==> config.mk <==
export PLATFORM = sky130hd
export DESIGN_NAME = ffs_supervisor
export DESIGN_NICKNAME = d
export VERILOG_FILES = /design/src/rtl/ffs_supervisor.v
export VERILOG_INCLUDE_DIRS = /design/src /design/src/include
export SDC_FILE = /design/constraint.sdc
export NUM_CORES = 1
export LEC_CHECK = 0
export ABC_AREA = 1
export CAP_MARGIN = 40
export CORE_ASPECT_RATIO = 1.5
export CORE_UTILIZATION = 58
export DETAILED_ROUTE_END_ITERATION = 16
export DONT_BUFFER_PORTS = 1
export HOLD_SLACK_MARGIN = 0.03
export PLACE_DENSITY = 0.76
export SLEW_MARGIN = 20
export SYNTH_ARGS = -nofsm -noshare
export SYNTH_HDL_FRONTEND = slang
export SYNTH_SLANG_ARGS = --single-unit
==> constraint.sdc <==
create_clock -name ref_clk_i -period 3.8 [get_ports ref_clk_i]
set_clock_uncertainty 0.1 [all_clocks]
set_input_delay 0.19 -clock ref_clk_i [delete_from_list [all_inputs] [get_ports ref_clk_i]]
set_output_delay 0.19 -clock ref_clk_i [all_outputs]
set_load 0.05 [all_outputs]
==> src/include/ffs_regs.vh <==
// Register map, field positions, reset values and timing counts of the fault supervisor
`ifndef FFS_REGS_VH
`define FFS_REGS_VH

// Register byte offsets
`define FFS_CTRL_OFS        8'h00
`define FFS_LEVEL_OFS       8'h04
`define FFS_STATUS_OFS      8'h08

// Control fields
`define FFS_CTRL_EN_BIT     0
`define FFS_CTRL_RST        1'b1
`define FFS_LEVEL_RST       10'h016D

// Status fields (bits 0 to 5 sticky, write one to clear; live over-temperature and state bits)
`define FFS_ST_OVP          0
`define FFS_ST_OPP          1
`define FFS_ST_SCP          2
`define FFS_ST_BO           3
`define FFS_ST_OTP          4
`define FFS_ST_BIF          5
`define FFS_ST_NFLAG        6
`define FFS_ST_OTP_LIVE     8
`define FFS_ST_STATE_LSB    12

// Clock and timing
`define FFS_CLK_KHZ         100000
`define FFS_BO_MS           60
`define FFS_OPP_MS          160
`define FFS_FDR_MS          1500
`define FFS_BO_CYC          (`FFS_BO_MS * `FFS_CLK_KHZ)
`define FFS_OPP_CYC         (`FFS_OPP_MS * `FFS_CLK_KHZ)
`define FFS_FDR_CYC         (`FFS_FDR_MS * `FFS_CLK_KHZ)
`define FFS_PON_NS          500
`define FFS_PPER_NS         10000
`define FFS_PON_CYC         (`FFS_PON_NS * `FFS_CLK_KHZ / 1000000)
`define FFS_PPER_CYC        (`FFS_PPER_NS * `FFS_CLK_KHZ / 1000000)

// Pulse counts
`define FFS_OVP_PULSES      2'd3
`define FFS_OTP_PULSES      3'd4
`define FFS_BI_LAST         3'd3

// Brown-out level as a fraction of brown-in: 106/128, about 83 percent
`define FFS_BO_NUM          7'd106
`define FFS_BO_SHIFT        7

`endif

==> src/rtl/ffs_supervisor.v <==
// Fault supervision, line qualification and supply-hold regulator with AHB-Lite registers
//
// What this block does
// Supply-hold regulator runs only while feedback demands stop for overshoot.
// In supply-hold, pulse without limit while supply below 11 V, stop above.
// Feedback withdraws stop request: both gates return to normal-mode control.
// Supply at off threshold with over-power or low aux: short fault, long delay.
// Over-voltage on three consecutive low-side pulses starts the 1.5 s delay.
// Line-sense current compared against separate brown-in and brown-out levels.
// Every start from undervoltage lockout emits up to four low-side test pulses.
// Line result of the first test pulse is discarded.
// Three low line tests: stop, wake low, restart at supply off threshold.
// A qualified test pulse above brown-in proceeds to output soft-start.
// Brown-out only after line low longer than 60 ms; timer restarts on clear.
// Pending brown-out fault clears when supply falls to off threshold.
// Low line halts switching; no restart until line qualifies again.
// Brown-out level is about 83 percent of the brown-in level.
// Over-power held for 160 ms enters the 1.5 s non-switching delay.
// During the long delay no test pulses, only supply lockout cycling.
// Hot for more than three pulses trips over-temperature, held until cool.
// Pulse-count qualifiers return to zero on a pulse without their condition.
// Any fault or undervoltage state keeps wake low and both gates off.
`timescale 1ns/1ns
`include "ffs_regs.vh"

module ffs_supervisor #(
    parameter LW      = 10,
    parameter BO_CYC  = `FFS_BO_CYC,
    parameter OPP_CYC = `FFS_OPP_CYC,
    parameter FDR_CYC = `FFS_FDR_CYC,
    parameter PON     = `FFS_PON_CYC,
    parameter PPER    = `FFS_PPER_CYC
) (
    input  wire          ref_clk_i,
    input  wire          reset_i,
    input  wire          hsel_i,
    input  wire [31:0]   haddr_i,
    input  wire [1:0]    htrans_i,
    input  wire          hwrite_i,
    input  wire [2:0]    hsize_i,
    input  wire [31:0]   hwdata_i,
    input  wire          hready_i,
    output reg  [31:0]   hrdata_o,
    output reg           hreadyout_o,
    output reg           hresp_o,
    input  wire          vdd_on_i,
    input  wire          vdd_off_i,
    input  wire          vdd_below_hold_i,
    input  wire          fb_stop_i,
    input  wire          aux_ov_cmp_i,
    input  wire          aux_low_cmp_i,
    input  wire          opp_cmp_i,
    input  wire          ntc_hot_i,
    input  wire          ntc_cool_i,
    input  wire [LW-1:0] line_sense_current_i,
    input  wire          normal_low_i,
    input  wire          normal_clamp_i,
    output reg           low_side_gate_pulse_o,
    output reg           clamp_gate_pulse_o,
    output reg           wake_o
);

    localparam S_UVLO = 3'd0;
    localparam S_TEST = 3'd1;
    localparam S_RUN  = 3'd2;
    localparam S_FDR  = 3'd3;
    localparam S_HALT = 3'd4;

    reg  [2:0]    state_r;
    reg  [2:0]    state_nxt;
    reg           low_nxt;
    reg           clamp_nxt;
    reg           low_d_r;
    reg  [15:0]   pg_cnt_r;
    reg  [2:0]    npulse_r;
    reg  [1:0]    ovp_cnt_r;
    reg  [2:0]    otp_cnt_r;
    reg           otp_r;
    reg           bo_pend_r;
    reg           line_low_r;
    reg  [LW-1:0] line_smp_r;
    reg  [27:0]   opp_tmr_r;
    reg  [27:0]   bo_tmr_r;
    reg  [27:0]   fdr_tmr_r;
    reg           fdr_done_r;
    reg  [5:0]    sts_r;
    reg  [5:0]    sts_set;
    reg           en_r;
    reg  [LW-1:0] bi_lvl_r;
    reg           wr_r;
    reg  [7:0]    wa_r;

    // Low-side falling edge, seen one cycle late
    wire          pulse_end = low_d_r & ~low_side_gate_pulse_o;
    wire [LW+6:0] bo_prod   = bi_lvl_r * `FFS_BO_NUM;
    // brown-out level derived
    wire [LW-1:0] bo_lvl    = bo_prod[LW+6:`FFS_BO_SHIFT];
    // two separate line comparisons
    wire          line_ok   = line_smp_r > bi_lvl_r;
    wire          line_bo   = line_smp_r <= bo_lvl;
    // supply-hold pulsing only under feedback stop
    wire          hold_on   = (state_r == S_RUN) && fb_stop_i && vdd_below_hold_i;
    wire          gen_en    = (state_r == S_TEST) || hold_on;
    wire          gen_hi    = gen_en && (pg_cnt_r < PON[15:0]);
    wire          opp_trip  = opp_tmr_r == OPP_CYC[27:0] - 28'd1;
    wire          bo_trip   = bo_tmr_r == BO_CYC[27:0];
    wire          ovp_trip  = pulse_end && aux_ov_cmp_i && (ovp_cnt_r == `FFS_OVP_PULSES - 2'd1);
    wire          otp_trip  = pulse_end && ntc_hot_i && (otp_cnt_r == `FFS_OTP_PULSES - 3'd1);
    wire          scp_trip  = vdd_off_i && (opp_cmp_i || aux_low_cmp_i);
    wire          take      = hsel_i && htrans_i[1] && hready_i;

    always @* begin
        state_nxt = state_r;
        sts_set   = 6'd0;
        case (state_r)
            S_UVLO: begin
                if (en_r && vdd_on_i) begin
                    state_nxt = S_TEST;
                end
            end
            S_TEST: begin
                if (vdd_off_i) begin
                    state_nxt = S_UVLO;
                // first test result ignored
                end else if (pulse_end && npulse_r != 3'd0) begin
                    // qualified pulse starts soft-start
                    if (line_ok) begin
                        state_nxt = S_RUN;
                    // three low tests halt
                    end else if (npulse_r == `FFS_BI_LAST) begin
                        state_nxt = S_HALT;
                        sts_set[`FFS_ST_BIF] = 1'b1;
                    end
                end
            end
            S_RUN: begin
                // short detected at supply off threshold
                if (scp_trip) begin
                    state_nxt = S_FDR;
                    sts_set[`FFS_ST_SCP] = 1'b1;
                end else if (vdd_off_i) begin
                    state_nxt = S_UVLO;
                // over-voltage starts long delay
                end else if (ovp_trip) begin
                    state_nxt = S_FDR;
                    sts_set[`FFS_ST_OVP] = 1'b1;
                // over-temperature trip
                end else if (otp_trip) begin
                    state_nxt = S_HALT;
                    sts_set[`FFS_ST_OTP] = 1'b1;
                // sustained over-power
                end else if (opp_trip) begin
                    state_nxt = S_FDR;
                    sts_set[`FFS_ST_OPP] = 1'b1;
                // low line halts switching
                end else if (bo_pend_r) begin
                    state_nxt = S_HALT;
                    sts_set[`FFS_ST_BO] = 1'b1;
                end
            end
            S_FDR: begin
                if (fdr_done_r && vdd_off_i) begin
                    state_nxt = S_UVLO;
                end
            end
            S_HALT: begin
                // held until release comparator
                if (vdd_off_i && !otp_r) begin
                    state_nxt = S_UVLO;
                end
            end
            default: begin
                state_nxt = S_UVLO;
            end
        endcase
    end

    always @* begin
        low_nxt   = 1'b0;
        clamp_nxt = 1'b0;
        // test pulses in every start cycle
        if (state_nxt == S_TEST && state_r == S_TEST) begin
            low_nxt = gen_hi;
        end else if (state_nxt == S_RUN && state_r == S_RUN) begin
            // unlimited pulses below hold level
            if (fb_stop_i) begin
                low_nxt = hold_on && gen_hi;
            // normal mode control restored
            end else begin
                low_nxt   = normal_low_i;
                clamp_nxt = normal_clamp_i;
            end
        end
    end

    always @(posedge ref_clk_i) begin
        if (reset_i) begin
            state_r               <= S_UVLO;
            low_side_gate_pulse_o <= 1'b0;
            clamp_gate_pulse_o    <= 1'b0;
            wake_o                <= 1'b0;
            low_d_r               <= 1'b0;
            pg_cnt_r              <= 16'd0;
            npulse_r              <= 3'd0;
            line_smp_r            <= {LW{1'b0}};
        end else begin
            state_r               <= state_nxt;
            // gates and wake off outside test and run
            low_side_gate_pulse_o <= low_nxt;
            clamp_gate_pulse_o    <= clamp_nxt;
            wake_o                <= (state_nxt == S_TEST) || (state_nxt == S_RUN);
            low_d_r               <= low_side_gate_pulse_o;
            if (!gen_en || pg_cnt_r == PPER[15:0] - 16'd1) begin
                pg_cnt_r <= 16'd0;
            end else begin
                pg_cnt_r <= pg_cnt_r + 16'd1;
            end
            // Test pulse ends, saturating count
            if (state_r != S_TEST) begin
                npulse_r <= 3'd0;
            end else if (pulse_end && npulse_r != 3'd7) begin
                npulse_r <= npulse_r + 3'd1;
            end
            // Line value held from the last high cycle
            if (low_side_gate_pulse_o) begin
                line_smp_r <= line_sense_current_i;
            end
        end
    end

    // Pulse-count qualifiers
    always @(posedge ref_clk_i) begin
        if (reset_i) begin
            ovp_cnt_r <= 2'd0;
            otp_cnt_r <= 3'd0;
            otp_r     <= 1'b0;
        end else begin
            if (state_r != S_RUN) begin
                ovp_cnt_r <= 2'd0;
                otp_cnt_r <= 3'd0;
            end else if (pulse_end) begin
                // qualifiers clear on a clean pulse
                ovp_cnt_r <= aux_ov_cmp_i ? ovp_cnt_r + 2'd1 : 2'd0;
                otp_cnt_r <= ntc_hot_i ? otp_cnt_r + 3'd1 : 3'd0;
            end
            // Over-temperature latch, set wins over release
            if (otp_trip && state_r == S_RUN) begin
                otp_r <= 1'b1;
            end else if (ntc_cool_i) begin
                otp_r <= 1'b0;
            end
        end
    end

    // Millisecond timers
    always @(posedge ref_clk_i) begin
        if (reset_i) begin
            opp_tmr_r  <= 28'd0;
            bo_tmr_r   <= 28'd0;
            fdr_tmr_r  <= 28'd0;
            fdr_done_r <= 1'b0;
            bo_pend_r  <= 1'b0;
            line_low_r <= 1'b0;
        end else begin
            // over-power timer restarts on clear
            if (state_r == S_RUN && opp_cmp_i && !opp_trip) begin
                opp_tmr_r <= opp_tmr_r + 28'd1;
            end else begin
                opp_tmr_r <= 28'd0;
            end
            if (state_r != S_RUN) begin
                line_low_r <= 1'b0;
            end else if (pulse_end) begin
                line_low_r <= line_bo;
            end
            // brown-out timer, restarts when line clears
            if (state_r == S_RUN && line_low_r && !bo_trip) begin
                bo_tmr_r <= bo_tmr_r + 28'd1;
            end else begin
                bo_tmr_r <= 28'd0;
            end
            // pending brown-out cleared at off threshold
            if (bo_trip) begin
                bo_pend_r <= 1'b1;
            end else if (vdd_off_i) begin
                bo_pend_r <= 1'b0;
            end
            // long delay counts without pulsing
            if (state_r != S_FDR) begin
                fdr_tmr_r  <= 28'd0;
                fdr_done_r <= 1'b0;
            end else if (fdr_tmr_r == FDR_CYC[27:0] - 28'd1) begin
                fdr_done_r <= 1'b1;
            end else begin
                fdr_tmr_r <= fdr_tmr_r + 28'd1;
            end
        end
    end

    // AHB-Lite register slave, zero wait states
    always @(posedge ref_clk_i) begin
        if (reset_i) begin
            hrdata_o    <= 32'h0000_0000;
            hreadyout_o <= 1'b0;
            hresp_o     <= 1'b0;
            wr_r        <= 1'b0;
            wa_r        <= 8'h00;
            en_r        <= `FFS_CTRL_RST;
            bi_lvl_r    <= `FFS_LEVEL_RST;
            sts_r       <= 6'd0;
        end else begin
            hreadyout_o <= 1'b1;
            hresp_o     <= 1'b0;
            // Write address held for the data phase
            wr_r        <= take && hwrite_i;
            wa_r        <= haddr_i[7:0];
            hrdata_o    <= 32'h0000_0000;
            if (take && !hwrite_i) begin
                if (haddr_i[7:0] == `FFS_CTRL_OFS) begin
                    hrdata_o[`FFS_CTRL_EN_BIT] <= en_r;
                end else if (haddr_i[7:0] == `FFS_LEVEL_OFS) begin
                    hrdata_o[LW-1:0] <= bi_lvl_r;
                end else if (haddr_i[7:0] == `FFS_STATUS_OFS) begin
                    hrdata_o[`FFS_ST_NFLAG-1:0]   <= sts_r;
                    hrdata_o[`FFS_ST_OTP_LIVE]    <= otp_r;
                    hrdata_o[`FFS_ST_STATE_LSB+2:`FFS_ST_STATE_LSB] <= state_r;
                end
            end
            if (wr_r && wa_r == `FFS_CTRL_OFS) begin
                en_r <= hwdata_i[`FFS_CTRL_EN_BIT];
            end
            if (wr_r && wa_r == `FFS_LEVEL_OFS) begin
                bi_lvl_r <= hwdata_i[LW-1:0];
            end
            // Set wins over a same-cycle clear
            if (wr_r && wa_r == `FFS_STATUS_OFS) begin
                sts_r <= (sts_r & ~hwdata_i[`FFS_ST_NFLAG-1:0]) | sts_set;
            end else begin
                sts_r <= sts_r | sts_set;
            end
        end
    end

endmodule

==> reports/metrics.yaml <==
slew_viol_final: 0
yosysWarnings: 0
wire_per_inst_um: 14.8
first_pass_iters: 6
fin_crit_ps: 3970
ys_ff_latch: 169
cap_viol_max_count: 0
crit_chain: "ha_4 > fa_1 > inv_2 > fa_1 > inv_2 > ha_4 > inv_4 > nor3_4 > a21o_1 > a31oi_1 > xor2_1 > ha_1 > nand4_1 > nor3_2 > buf_4 > nand3_2 > a31oi_1"
yosys.area.top_type_share: 0.345
async_flop_share: 0
leakagePower_uw: 0.00450
hold_class: "in -> reg"
p_sw_uw: 877
synth-main-ff-cell: "dfxtp_1"
rsz0062_at_grt: "yes"
fin_nets: 1570
yosysMostFrequentCell: "nand2_1"
vias_per_cell: 5.49
port_buffers: 0
status: "complete, but fails checks"
dp.final_hpwl_um: 16700
placementRows: 57
synth_cells: 1314
synth_edf_count: 0
dp.cells: 1528
worst_pin_slew_ps: 789
grtUsageTotal: 0.284
slowest_stage: "fa_1"
utilization: 0.698
gp_congestion: 0.934
grt_pass1_vias: 8713
finalSetupTns_ps: -170
drcViolationCount: 0
wl_um: 23800
internal_power_uw: 2740
synth_top_area_cell: "dfxtp_1"
ys_seq_area_frac: 0.345
die_area_um2: 17400
hold_violations: 0
area_growth_pct: 16.3
critPathLaunchType: "flop"
core-area_um2: 16300
critPathMaxFanout: 5
syn-cell-area_um2: 9800
ys_types: 54
power.share.combinational: 0.047
swShare: 0.243
hold_ws_ps: 47.8
cp.required_ps: 4070
ys_top_cells_by_count: "211 x nand2_1, 203 x inv_1, 171 x nor2_1, 169 x dfxtp_1, 68 x ha_1"
end_kind: "flop"
antenna_cells: 0
grt_max_degree: 29
cts_max_level: 4
post-route-period-util: 1.04
power_density_nw_per_um2: 317
fill_cells: 1304
cts_buffers: 17
cts_root_buffer: "clkbuf_16"
grt_pass1_wl_um: 38900
power_frac_clock: 0.459
tritoncts: "done"
dieHeight_um: 161
clk_pin_slew_worst_paths_ps: 70
ios: 132
drtAntennaViolNets: 0
fmax_mhz: 252
drive_above_1_share: 0.131
die_w_um: 108
setup_ws_ps: -170
syn_area_per_cell_um2: 7.46
slowest_delay_ps: 560
synth_area_leaders: "dfxtp_1 35%, ha_1 8.7%, nand2_1 8.1%"
maxSlewHeadroom: 0.469
clk_latency_ps: 440
num_vias: 8866
clk_path_buf_depth: 2
violations: "setup timing"
overflow: 0
critical_path_arrival_ps: 4240
p_seq_frac: 0.494
cts_sinks: 169
final_cells: 1614
antenna_found_initial: 1
ir_drop_mv: 0.227
drt_iter0_markers: 395
setup_viol_count_final: 1
start_util: 0.600
worst-setup-path-type: "reg -> reg"
cell families after synthesis:
| family | Yosys count | synth area share |
|---|---|---|
| compound gates | 158 | 0.0918 |
| xor+xnor | 34 | 0.0304 |
| fa+ha+maj | 80 | 0.111 |
| buf+inv | 250 | 0.106 |
| flops | 169 | 0.345 |
| other cells | 1 | 0.000383 |
| simple gates | 622 | 0.315 |
path summary, 6_finish.rpt:
path | from | end | slack (ps) | cells after the start
worst min-delay path | vdd_off_i | state_r[1] | 50 | 5
worst max-delay path | bi_lvl_r[6] | line_low_r | -170 | 17
worst min register to register | opp_tmr_r[0] | opp_tmr_r[0] | 360 | 1
worst max register to register | bi_lvl_r[6] | line_low_r | -170 | 17
area by class of cell:
type                       count  area, um^2  area share
clock buffer                  19         433      0.0380
clock inverter                13         121      0.0106
inverter                     214         806      0.0707
multi-input combinational    914        5660       0.496
sequential                   169        3400       0.299
tap                          206         258      0.0226
timing repair buffer          79         723      0.0634
stage by stage:
step	total power (uW)	setup WS, ps	instance area, um^2
after floorplan	1950	5.81	9880
after global placement	1940	-123	10100
after detailed placement	1950	-279	10100
after CTS	3630	-32.6	11300
after global routing	3720	-298	11400
final	3620	-170	11400
cell usage in the layout, fill, tap and decap left out, types with 7 or more instances in the layout:
master	instances
xnor2_1	9
nor3_1	41
nand3_1	56
nand2_1	207
clkinvlp_4	8
nor2_1	171
conb_1	20
nand4_1	40
nor3_2	7
inv_1	194
ha_1	55
nand3_2	7
or2_2	15
inv_2	18
dfxtp_1	161
buf_4	32
fa_1	12
nor3b_1	13
ha_4	12
a21oi_1	64
nor2_4	13
xor2_1	25
o21ai_0	45
clkbuf_16	17
o211ai_1	8
dlygate4sd3_1	44
nand2_2	8
nor4_1	19
registers in the layout (all words and copies together) (netlist names), 2 cells and up:
| name | flops |
|---|---|
| wa_r | 8 |
| otp_cnt_r | 3 |
| fdr_tmr_r | 28 |
| npulse_r | 3 |
| line_smp_r | 10 |
| state_r | 3 |
| hrdata_o | 13 |
| bi_lvl_r | 10 |
| sts_r | 6 |
| bo_tmr_r | 28 |
| pg_cnt_r | 16 |
| opp_tmr_r | 28 |
| ovp_cnt_r | 2 |
worst max-delay path: cells and delay by family, from the launching register on:
family | cells | cell delay [ps]
fa+ha+maj | 5 | 1920
simple gates | 4 | 570
compound gates | 3 | 430
flops | 1 | 400
buf+inv | 4 | 290
xor+xnor | 1 | 180
power groups by stage:
| stage | logic [uW] | registers [uW] | clock network [uW] |
|---|---|---|---|
| after floorplan | 116 | 1830 | 0 |
| after global placement | 112 | 1830 | 0 |
| after detailed placement | 114 | 1830 | 0 |
| after CTS | 162 | 1790 | 1680 |
| after global routing | 183 | 1790 | 1750 |
| final | 169 | 1790 | 1660 |
routing by layer:
metal,up-vias,GRT usage,share of wire
met1,4068,0.291,0.38
met5,-,0,0.00063
met2,291,0.521,0.52
li1,4403,-,-
met4,2,0.168,0.049
met3,102,0.0545,0.052
what timing repair did:
action,in CTS,in global routing
pin swaps,34,14
setup buffers,8,1
hold endpoints to repair,79,0
hold buffers,45,0
resized for setup,36,15
setup endpoints to repair,1,1
(Power assumes the default switching activity.)
